### config.mk
export PLATFORM = sky130hd
export DESIGN_NAME = urmz_regmap
export DESIGN_NICKNAME = d
export VERILOG_FILES = /design/src/rtl/urmz_pkg.sv /design/src/rtl/urmz_regmap.sv
export SDC_FILE = /design/constraint.sdc
export NUM_CORES = 1
export LEC_CHECK = 0
export BUFFER_PORTS_ARGS = -buffer_cell sky130_fd_sc_hd__buf_2
export CELL_PAD_IN_SITES_DETAIL_PLACEMENT = 0
export CELL_PAD_IN_SITES_GLOBAL_PLACEMENT = 1
export CORE_ASPECT_RATIO = 2
export CORE_MARGIN = 2
export CORE_UTILIZATION = 50
export CTS_CLUSTER_SIZE = 30
export DETAILED_ROUTE_END_ITERATION = 8
export HOLD_SLACK_MARGIN = 0.1
export PLACE_DENSITY_LB_ADDON = 0.1
export SLEW_MARGIN = 0
export SYNTH_ARGS = -nofsm -noshare
export SYNTH_HDL_FRONTEND = slang
export SYNTH_SLANG_ARGS = --single-unit
### constraint.sdc
create_clock -name sys_clk -period 5.4 [get_ports sys_clk]
set_clock_uncertainty 0.2 [all_clocks]
set_input_delay 0.54 -clock sys_clk [delete_from_list [all_inputs] [get_ports sys_clk]]
set_output_delay 0.54 -clock sys_clk [all_outputs]
set_load 0.005 [all_outputs]
### src/rtl/urmz_pkg.sv
// urmz_pkg: constants for the channel register map and mode register zero.
// assumes one 100 MHz clock shared by the host bus and the channel logic.
package urmz_pkg;
    // register addresses on a[3:0]
    localparam logic [3:0] ADDR_MODE = 4'h0;
    localparam logic [3:0] ADDR_STAT = 4'h1;
    localparam logic [3:0] ADDR_CMD = 4'h2;
    localparam logic [3:0] ADDR_FIFO = 4'h3;
    localparam logic [3:0] ADDR_CHG = 4'h4;
    localparam logic [3:0] ADDR_CAUSE = 4'h5;
    localparam logic [3:0] ADDR_CTHI = 4'h6;
    localparam logic [3:0] ADDR_CTLO = 4'h7;
    localparam logic [3:0] ADDR_VEC = 4'hc;
    localparam logic [3:0] ADDR_PINS = 4'hd;
    localparam logic [3:0] ADDR_START = 4'he;
    localparam logic [3:0] ADDR_STOP = 4'hf;
    // mode register zero fields, the mode one rx level bit and reset values
    localparam int MR0_WDOG = 7;
    localparam int MR0_RXLV = 6;
    localparam int MR0_TXLV_HI = 5;
    localparam int MR0_TXLV_LO = 4;
    localparam int MR0_DEEP = 3;
    localparam int MR0_EXT2 = 2;
    localparam int MR0_EXT1 = 0;
    localparam int MR1_RXLV = 6;
    localparam logic [7:0] MODE_RESET = 8'h00;
    localparam logic [7:0] REG_RESET = 8'h00;
    // mode register pointer values
    localparam logic [1:0] PTR_MR0 = 2'h0;
    localparam logic [1:0] PTR_MR1 = 2'h1;
    localparam logic [1:0] PTR_MR2 = 2'h2;
    localparam logic [1:0] PTR_STEP = 2'h1;
    // command codes in bits 7:4 of the command byte
    localparam logic [3:0] CMD_PTR_ONE = 4'h1;
    localparam logic [3:0] CMD_PTR_ZERO = 4'hb;
    localparam logic [3:0] CMD_ERR_RST = 4'h4;
    // fifo depths and fill levels
    localparam logic [4:0] DEPTH_SMALL = 5'h08;
    localparam logic [4:0] DEPTH_LARGE = 5'h10;
    localparam logic [4:0] RX_LV_SMALL [4] = '{5'h01, 5'h06, 5'h04, 5'h08};
    localparam logic [4:0] RX_LV_LARGE [4] = '{5'h01, 5'h08, 5'h0c, 5'h10};
    localparam logic [4:0] TX_LV_SMALL [4] = '{5'h08, 5'h04, 5'h06, 5'h01};
    localparam logic [4:0] TX_LV_LARGE [4] = '{5'h10, 5'h08, 5'h0c, 5'h01};
    localparam logic [3:0] PTR_ONE = 4'h1;
    localparam logic [4:0] CNT_ONE = 5'h01;
    // watchdog span in receiver 1x bit periods
    localparam logic [6:0] WD_BITS = 7'h40;
    localparam logic [6:0] WD_LAST = WD_BITS - 7'h01;
    // status and cause bit positions
    localparam int SR_OVR = 4;
    localparam int SR_TXEMT = 3;
    localparam int SR_TXRDY = 2;
    localparam int SR_RXFULL = 1;
    localparam int SR_RXRDY = 0;
    localparam int ISR_CHG = 7;
    localparam int ISR_CTR = 3;
    localparam int ISR_RX = 1;
    localparam int ISR_TX = 0;
endpackage : urmz_pkg

### src/rtl/urmz_regmap.sv
// urmz_regmap: host register map, mode pointer, fifos and rx watchdog.
// assumes the host bus strobes run on sys_clk; ip_pins are asynchronous.
`timescale 1ns/10ps
module urmz_regmap (
    input wire logic sys_clk,
    input wire logic reset_n,
    input wire logic cs_n,
    input wire logic rd_n,
    input wire logic wr_n,
    input wire logic [3:0] addr,
    input wire logic [7:0] data_in,
    output logic [7:0] data_out,
    output logic data_oe,
    input wire logic rx_valid,
    input wire logic [7:0] rx_data,
    input wire logic rx_bit_tick,
    output logic [7:0] tx_data,
    output logic tx_valid,
    input wire logic tx_take,
    input wire logic [6:0] ip_pins,
    input wire logic [15:0] timer_value,
    input wire logic timer_ready,
    output logic rx_request,
    output logic tx_request,
    output logic [7:0] mode_zero,
    output logic [7:0] mode_one,
    output logic [7:0] mode_two,
    output logic [7:0] clock_select,
    output logic [7:0] aux_ctrl,
    output logic [7:0] irq_mask,
    output logic [15:0] timer_preload,
    output logic [7:0] out_config,
    output logic [7:0] out_port,
    output logic [7:0] vector,
    output logic baud_ext1,
    output logic baud_ext2,
    output logic fifo_deep,
    output logic cmd_strobe,
    output logic [7:0] cmd_code,
    output logic timer_start,
    output logic timer_stop
);
    import urmz_pkg::*;

    typedef struct packed {
        logic [7:0] mr0;
        logic [7:0] mr1;
        logic [7:0] mr2;
        logic [1:0] ptr;
        logic [7:0] baud_clock_select;
        logic [7:0] aux_control;
        logic [7:0] interrupt_enable_mask;
        logic [15:0] ctp;
        logic [7:0] output_pin_function;
        logic [7:0] opr;
        logic [7:0] ivr;
        logic [15:0][7:0] rx_mem;
        logic [3:0] rx_head;
        logic [3:0] rx_tail;
        logic [4:0] rx_count;
        logic [15:0][7:0] tx_mem;
        logic [3:0] tx_head;
        logic [3:0] tx_tail;
        logic [4:0] tx_count;
        logic [6:0] wd_count;
        logic wd_fired;
        logic overrun;
        logic rd_prev;
        logic wr_prev;
        logic [7:0] rd_data;
        logic cmd_strobe;
        logic [7:0] cmd_code;
        logic tm_start;
        logic tm_stop;
        logic [6:0] ip_s0;
        logic [6:0] ip_s1;
        logic [6:0] ip_s2;
        logic [6:0] ip_lvl;
        logic [3:0] ip_delta;
    } urmz_state_type;

    urmz_state_type s;
    urmz_state_type n;

    logic rd_act;
    logic wr_act;
    logic rd_go;
    logic wr_go;
    logic [4:0] limit;
    logic [1:0] rx_code;
    logic [1:0] tx_code;
    logic rx_pop;
    logic rx_push;
    logic tx_push;
    logic tx_pop;
    logic [7:0] rd_val;
    logic [4:0] tx_free;

    // rx fill threshold for a code and depth
    function automatic logic [4:0] rx_level(input logic [1:0] code,
                                            input logic deep);
        rx_level = deep ? RX_LV_LARGE[code] : RX_LV_SMALL[code];
    endfunction
    // tx empty-slot threshold for a code and depth
    function automatic logic [4:0] tx_level(input logic [1:0] code,
                                            input logic deep);
        tx_level = deep ? TX_LV_LARGE[code] : TX_LV_SMALL[code];
    endfunction
    // next mode pointer after one mode access
    function automatic logic [1:0] ptr_after(input logic [1:0] p);
        ptr_after = (p == PTR_MR2) ? PTR_MR2 : p + PTR_STEP;
    endfunction
    // an access is taken once, on the cycle its strobe first goes low
    assign rd_act = !cs_n && !rd_n;
    assign wr_act = !cs_n && !wr_n;
    assign rd_go = rd_act && !s.rd_prev;
    assign wr_go = wr_act && !s.wr_prev;

    // both queues share one depth select
    assign limit = s.mr0[MR0_DEEP] ? DEPTH_LARGE : DEPTH_SMALL;
    assign rx_code = {s.mr0[MR0_RXLV], s.mr1[MR1_RXLV]};
    assign tx_code = {s.mr0[MR0_TXLV_HI], s.mr0[MR0_TXLV_LO]};

    // queue moves; a pop and push in one cycle keep a full rx queue full
    assign rx_pop = rd_go && addr == ADDR_FIFO && s.rx_count != 5'h00;
    assign rx_push = rx_valid && (s.rx_count < limit || rx_pop);
    assign tx_push = wr_go && addr == ADDR_FIFO && s.tx_count < limit;
    assign tx_pop = tx_take && s.tx_count != 5'h00;
    assign tx_free = (s.tx_count < limit) ? limit - s.tx_count : 5'h00;

    // read side of each address; write-only slots read as zero
    always_comb begin
        rd_val = REG_RESET;
        case (addr)
            ADDR_MODE: begin
                case (s.ptr)
                    PTR_MR0: rd_val = s.mr0;
                    PTR_MR1: rd_val = s.mr1;
                    default: rd_val = s.mr2;
                endcase
            end
            ADDR_STAT: begin
                rd_val[SR_OVR] = s.overrun;
                rd_val[SR_TXEMT] = s.tx_count == 5'h00;
                rd_val[SR_TXRDY] = s.tx_count < limit;
                rd_val[SR_RXFULL] = s.rx_count >= limit;
                rd_val[SR_RXRDY] = s.rx_count != 5'h00;
            end
            ADDR_FIFO: rd_val = s.rx_mem[s.rx_head];
            ADDR_CHG: rd_val = {s.ip_delta, s.ip_lvl[3:0]};
            ADDR_CAUSE: begin
                rd_val[ISR_CHG] = |s.ip_delta;
                rd_val[ISR_CTR] = timer_ready;
                rd_val[ISR_RX] = rx_request;
                rd_val[ISR_TX] = tx_request;
            end
            ADDR_CTHI: rd_val = timer_value[15:8];
            ADDR_CTLO: rd_val = timer_value[7:0];
            ADDR_VEC: rd_val = s.ivr;
            ADDR_PINS: rd_val = {1'b0, s.ip_lvl};
            default: rd_val = REG_RESET;
        endcase
    end

    // next state of the whole block
    always_comb begin
        n = s;
        n.rd_prev = rd_act;
        n.wr_prev = wr_act;
        n.cmd_strobe = 1'b0;
        n.tm_start = 1'b0;
        n.tm_stop = 1'b0;
        // pin synchroniser: a change counts once stages two and three agree
        n.ip_s0 = ip_pins;
        n.ip_s1 = s.ip_s0;
        n.ip_s2 = s.ip_s1;
        if (s.ip_s1 == s.ip_s2) begin
            n.ip_lvl = s.ip_s2;
        end
        // host read
        if (rd_go) begin
            n.rd_data = rd_val;
            case (addr)
                ADDR_MODE: n.ptr = ptr_after(s.ptr);
                ADDR_CHG: n.ip_delta = 4'h0;
                ADDR_START: n.tm_start = 1'b1;
                ADDR_STOP: n.tm_stop = 1'b1;
                default: n.ip_delta = n.ip_delta;
            endcase
        end
        // a pin change in the read cycle still sets its delta
        for (int i = 0; i < 4; i++) begin
            if (n.ip_lvl[i] != s.ip_lvl[i]) begin
                n.ip_delta[i] = 1'b1;
            end
        end
        // host write; read-only slots ignore it
        if (wr_go) begin
            case (addr)
                ADDR_MODE: begin
                    case (s.ptr)
                        PTR_MR0: n.mr0 = data_in;
                        PTR_MR1: n.mr1 = data_in;
                        default: n.mr2 = data_in;
                    endcase
                    n.ptr = ptr_after(s.ptr);
                end
                ADDR_STAT: n.baud_clock_select = data_in;
                ADDR_CMD: begin
                    n.cmd_strobe = 1'b1;
                    n.cmd_code = data_in;
                    case (data_in[7:4])
                        CMD_PTR_ZERO: n.ptr = PTR_MR0;
                        CMD_PTR_ONE: n.ptr = PTR_MR1;
                        CMD_ERR_RST: n.overrun = 1'b0;
                        default: n.ptr = s.ptr;
                    endcase
                end
                ADDR_CHG: n.aux_control = data_in;
                ADDR_CAUSE: n.interrupt_enable_mask = data_in;
                ADDR_CTHI: n.ctp[15:8] = data_in;
                ADDR_CTLO: n.ctp[7:0] = data_in;
                ADDR_VEC: n.ivr = data_in;
                ADDR_PINS: n.output_pin_function = data_in;
                ADDR_START: n.opr = s.opr | data_in;
                ADDR_STOP: n.opr = s.opr & ~data_in;
                default: n.opr = s.opr;
            endcase
        end
        // receive queue
        if (rx_pop) begin
            n.rx_head = s.rx_head + PTR_ONE;
        end
        if (rx_push) begin
            n.rx_mem[s.rx_tail] = rx_data;
            n.rx_tail = s.rx_tail + PTR_ONE;
        end else if (rx_valid) begin
            n.overrun = 1'b1; // arrival beats an error reset
        end
        if (rx_push && !rx_pop) begin
            n.rx_count = s.rx_count + CNT_ONE;
        end else if (rx_pop && !rx_push) begin
            n.rx_count = s.rx_count - CNT_ONE;
        end
        // transmit queue
        if (tx_push) begin
            n.tx_mem[s.tx_tail] = data_in;
            n.tx_tail = s.tx_tail + PTR_ONE;
        end
        if (tx_pop) begin
            n.tx_head = s.tx_head + PTR_ONE;
        end
        if (tx_push && !tx_pop) begin
            n.tx_count = s.tx_count + CNT_ONE;
        end else if (tx_pop && !tx_push) begin
            n.tx_count = s.tx_count - CNT_ONE;
        end
        // watchdog restarts on any rx queue access; idle empty queue is quiet
        if (!s.mr0[MR0_WDOG] || s.rx_count == 5'h00 || rx_pop || rx_push)
        begin
            n.wd_count = 7'h00;
            n.wd_fired = 1'b0;
        end else if (rx_bit_tick && !s.wd_fired) begin
            if (s.wd_count == WD_LAST) begin
                n.wd_fired = 1'b1;
            end else begin
                n.wd_count = s.wd_count + 7'h01;
            end
        end
    end

    // state register; pointer comes up at mode one for old software
    always_ff @(posedge sys_clk or negedge reset_n) begin
        if (!reset_n) begin
            s <= '0;
            s.ptr <= PTR_MR1;
            s.mr0 <= MODE_RESET;
            s.mr1 <= MODE_RESET;
            s.mr2 <= MODE_RESET;
        end else begin
            s <= n;
        end
    end

    // level requests; the watchdog only adds to the rx request
    assign rx_request = s.rx_count >= rx_level(rx_code, s.mr0[MR0_DEEP])
                        || s.wd_fired;
    assign tx_request = tx_free >= tx_level(tx_code, s.mr0[MR0_DEEP]);

    // outputs
    assign data_out = s.rd_data;
    assign data_oe = rd_act;
    assign tx_data = s.tx_mem[s.tx_head];
    assign tx_valid = s.tx_count != 5'h00;
    assign mode_zero = s.mr0;
    assign mode_one = s.mr1;
    assign mode_two = s.mr2;
    assign clock_select = s.baud_clock_select;
    assign aux_ctrl = s.aux_control;
    assign irq_mask = s.interrupt_enable_mask;
    assign timer_preload = s.ctp;
    assign out_config = s.output_pin_function;
    assign out_port = s.opr;
    assign vector = s.ivr;
    assign baud_ext1 = s.mr0[MR0_EXT1];
    assign baud_ext2 = s.mr0[MR0_EXT2];
    assign fifo_deep = s.mr0[MR0_DEEP];
    assign cmd_strobe = s.cmd_strobe;
    assign cmd_code = s.cmd_code;
    assign timer_start = s.tm_start;
    assign timer_stop = s.tm_stop;
endmodule : urmz_regmap

-- Word level (Yosys, flattened, before mapping)
Cells that the tools add are included.
- magnitude comparators: 13
- equal/unequal tests: 24
- add/sub/neg operators: 11
- bitwise logic cells: 6
- reductions and logical operators: 73
- mux-type cells: 72
- operators with widths (cell ; number):
    128-bit bitwise mux ; 2
    8-bit 2-to-1 mux ; 13
    5-bit 2-to-1 mux ; 16
    66-bit 2-to-1 mux ; 1
    8-bit binary-select mux with 4-bit select ; 2
    8-bit demux with 4-bit select ; 2
    5-bit binary-select mux with 2-bit select ; 4
    8-bit case mux with 2 select lines ; 2
    2-bit AND reduction ; 15
    2-bit nonzero test ; 13
    4-bit by 3-bit == test with 1-bit output (second input constant) ; 5
    4-bit == test (second input constant) ; 5
    4-bit by 5-bit < comparator with 1-bit output (second input constant) ; 4
    9-bit 2-to-1 mux ; 2
    1-bit logical AND ; 17
    4-bit by 1-bit adder with 4-bit output (second input constant) ; 4
    1-bit case mux with 8 select lines ; 2
    2-bit case mux with 8 select lines ; 1
    5-bit >= comparator ; 3
    1-bit case mux with 7 select lines ; 2
    2-bit case mux with 7 select lines ; 1
    1-bit 2-to-1 mux ; 12
    4-bit 2-to-1 mux ; 3
    1-bit logical NOT ; 11
    other kinds (34) ; 57
- bits in registers: 434
- input port bits: 52

-- Longest topological paths before layout
- depth after elaboration: 11
- depth in mapped cells: 16

-- Worst setup path after synthesis
Ideal clock, no wire load.
- path type: register to register
- from: register s, in the netlist mode_zero[3]
- to: register s[66] (netlist bit)
- required time: 5.077 ns
- data arrival time: 3.501 ns
- path slack: 1.577 ns
- cell stages (with the launch flop): 17
- cell sequence: dfrtp_1 clkbuf_1 inv_1 ha_1 nor4b_1 o21a_1 o211a_1 buf_2 buf_4 ha_1 inv_1 fa_1 a21o_1 a21oi_1 xnor2_1 nor2_1 xnor2_1
- longest elaborated chain between the ends: 6
- ends and longest elaborated chain (what ; line ; RTL):
    from (decl) ; urmz_regmap.sv:82 ; urmz_state_type s;
    from (signal assigned) ; urmz_regmap.sv:281 ; s <= n;
    5-bit 2-to-1 mux (*) ; urmz_regmap.sv:120 ; assign limit = s.mr0[MR0_DEEP] ? DEPTH_LARGE : DEPTH_SMALL;
    5-bit < comparator (*) ; urmz_regmap.sv:127 ; assign tx_push = wr_go && addr == ADDR_FIFO && s.tx_count < limit;
    1-bit logical AND (*) ; urmz_regmap.sv:127 ;
    named net tx_push ; urmz_regmap.sv:94 ; logic tx_push;
    1-bit logical NOT ; urmz_regmap.sv:255 ; end else if (tx_pop && !tx_push) begin
    1-bit logical AND ; urmz_regmap.sv:255 ;
    2-bit nonzero test (no line) ; n/a ;
The timed path passes the listed nets; every way through them passes the cells marked *.
A chain may end at the register's enable or synchronous reset.

-- Final worst setup path
- from: register s, in the netlist mode_zero[3]
- to: output port tx_request
- longest elaborated chain between the ends: 4
- ends and longest elaborated chain (what ; line ; RTL):
    5-bit 2-to-1 mux ; urmz_regmap.sv:120 ;
    5-bit subtractor / 5-bit < comparator (equally long branches) ; urmz_regmap.sv:129 ; assign tx_free = (s.tx_count < limit) ? limit - s.tx_count : 5'h00;
    5-bit 2-to-1 mux ; urmz_regmap.sv:129 ;
    5-bit >= comparator (*) ; urmz_regmap.sv:288 ; assign tx_request = tx_free >= tx_level(tx_code, s.mr0[MR0_DEEP]);
    to (decl) ; urmz_regmap.sv:24 ; output logic tx_request,
Every way passes the cells marked *; elsewhere a longest branch is shown, timed or not.

==> qor.csv <==
metric;value;unit
Crit path largest cell delay;650;ps
EDFF count, synth;0;
Post-route DRC;0;
most frequent CP cell;ha_1;
max-slew violation total from the final report;0;
Ys Warns;0;
synthesized area per cell;13.7;um^2
Cells after Synth;1542;
Startpoint Class;flip-flop;
Post-CTS Setup Inserts;0;
initial antenna violation count;1;
Hold Crit Start;n[23];
Max Fclk;0.227;GHz
CP delay by family, top;compound AO/OA/AOI/OAI gates;
Synth cell types;69;
Tightest Pin Transition;1130;ps
Setup WS pre-CTS;1190;ps
Die H;294;um
Main synth FF type;dfrtp_1;
Fin. Hold Viols;0;
hpwl dp;40200;um
Routed WL;55300;um
Seq pwr share;0.451;
Synth Register Bits;434;
Mapped Area;21100;um^2
die span in x;149;um
die area;43900;um^2
Crit Path Max Fanout;12;
WP data required;4660;ps
CTS tree;yes;
Core ar.;41600;um^2
final core occ;0.553;
TNS Setup;0;ps
Synth Net Count;1639;
number of diodes;0;
routability cong.;0.838;
via count of the first global-routing pass;13308;
I/O pins;174;
outcome;complete, no violations;
period utilization;0.816;
NetSw;3.27;mW
Min Clock Period, post-route;4410;ps
root buffer cell;clkbuf_16;
GR Util All Layers;0.258;
final std cells w/o fill;2160;
MaxCap Viol Count;0;
slew margin rel.;0.243;
drt pass-1 iters;5;
largest net degree at the start of global routing;114;
Longest Clk Path Bufs;3;
Crit. End Element;output port;
sequential share of the synthesized area;0.515;
Via density;5.77;
Design Area, Final;23000;um^2
worst hold path class;flip-flop to flip-flop;
Initial Util;0.506;
critical path, cell by cell;inv_1 > ha_1 > nor4b_1 > o21a_1 > o21ai_0 > nor2_1 > ha_1 > nand3_1 > nand2_1 > buf_2;
Final ANT Viol Nets;0;
initial drt markers;528;
Bufs and invs on worst path;2;
most frequent cells in the layout;431 x dfrtp_1, 340 x mux2_2, 172 x buf_2;
Nets;1688;
Worst-path clk slew;70;ps
RSZ-0062 raised after global routing;no;
CP max-delay cell;dfrtp_1;
Sw Ratio;0.317;
Setup WS post-layout;994;ps
power per cell area;448;nW/um^2
fraction of registers with async set/reset;1.00;
drt wl/cell;25.6;um
leak pwr;11.0;nW
P_int;7.04;mW
Placement Cell Area;21600;um^2
Hold WS;154;ps
final setup vio count;0;
Clk pwr share;0.275;
Worst-Skew Late Latency;550;ps
DP Cell Count;2074;
Worst VDD drop;0.314;mV
Port Buffers;173;
R2R Path Start;mode_zero[3];
share of cells above drive strength 1;0.430;
crit path DAT;3670;ps
Area Overhead vs Synth;9.28;%
critical path class;flip-flop to output port;
combinational share of power;0.275;
most common cell after layout, fill and taps aside;dfrtp_1;
total gr overflow;0;
total power;10.3;mW
CTS H-tree depth;2;
crit path launch;mode_zero[3];
via count;12470;
row cnt;106;
first-pass GRT wire length;83500;um
number of buffers created by CTS;41;
CTS sink count;434;
==> worst reg2reg max path: stages, from the launching register on <==
cell and delay (ps):
dfrtp_1 650, inv_1 230, ha_1 430, nor4b_1 280, o21a_1 220, o211a_1 160, buf_4 280, ha_1 240
inv_1 110, fa_1 410, a21o_1 180, a21oi_1 180, xnor2_1 140, nor2_1 70, xnor2_1 130
==> power by group through the flow <==
stage               clock [mW]  sequential, mW  combinational [mW]
floorplan                    0            4.31                2.45
global placement             0            4.67                2.80
detailed placement           0            4.71                2.86
CTS                       2.90            4.66                2.87
global route              3.04            4.76                3.09
finish                    2.83            4.65                2.83
==> layout make-up <==
class / count / area [um^2]
multi-input cells: 885 / 8930
flip-flops and latches: 434 / 10900
well taps: 540 / 676
clock inverters: 15 / 86.3
inverters: 28 / 105
clock buffers: 57 / 1220
repair buffers: 201 / 1150
fillers: 3532 / 18600
==> worst paths after layout <==
kind	end	slack (ps)	cells past startpoint
worst max register to register	s[66]	1380	14
max in group asynchronous	s[235]	3380	3
worst min register to register	n[16]	150	0
worst min-delay path	n[16]	150	0
min in group asynchronous	s[98]	380	2
worst max-delay path	tx_request	990	10
==> cells in the mapped netlist, types with 5 or more instances <==
master,number,share of area
dfrtp_1,433,0.51
mux2_2,340,0.18
buf_4,105,0.037
nand2_1,80,0.014
mux4_2,72,0.077
clkbuf_1,60,0.011
ha_1,43,0.026
nor2_1,36,0.0064
a21oi_1,35,0.0083
o21ai_0,28,0.0066
xnor2_1,28,0.012
inv_1,27,0.0048
mux2i_1,21,0.010
nor3_1,17,0.0040
nand3_1,16,0.0038
buf_1,14,0.0025
a31oi_1,13,0.0039
buf_2,13,0.0031
xor2_1,13,0.0054
nand3_4,12,0.010
nor2b_1,12,0.0036
nand4_1,10,0.0030
a22oi_1,9,0.0032
nand2b_1,8,0.0024
a211oi_1,7,0.0025
a22o_1,6,0.0025
a21o_1,5,0.0018
and4b_1,5,0.0024
or3_1,5,0.0015
==> state kept, by name, indices dropped and copies added (netlist names), named ones only <==
register / flops
timer_start: 1
timer_preload: 16
mode_two: 8
mode_one: 8
vector: 8
cmd_code: 8
timer_stop: 1
out_config: 8
aux_ctrl: 8
cmd_strobe: 1
mode_zero: 8
data_out: 8
n: 14
s: 313
clock_select: 8
irq_mask: 8
==> routing by layer <==
metal / share of wire / GRT usage
met1: 0.35 / 0.280
met2: 0.56 / 0.493
met3: 0.036 / 0.0350
met4: 0.047 / 0.110
met5: 0.00020 / 0
==> cells by family after synthesis <==
kind of cell             after synthesis  share of synthesized area
multiplexers                         435                      0.270
AND/OR/NAND/NOR                      234                     0.0683
adder cells (fa/ha/maj)               45                     0.0274
flip-flops                           434                      0.515
AO/OA/AOI/OAI                        130                     0.0412
buffers and inverters                223                     0.0607
XOR/XNOR                              41                     0.0170
==> what timing repair did <==
item / 4_1_cts / 5_1_grt
hold buffers: 14 / 0
gates resized for setup: 0 / 0
hold endpoints to repair: 116 / 0
Note: power is estimated with default switching activity, not from simulation.
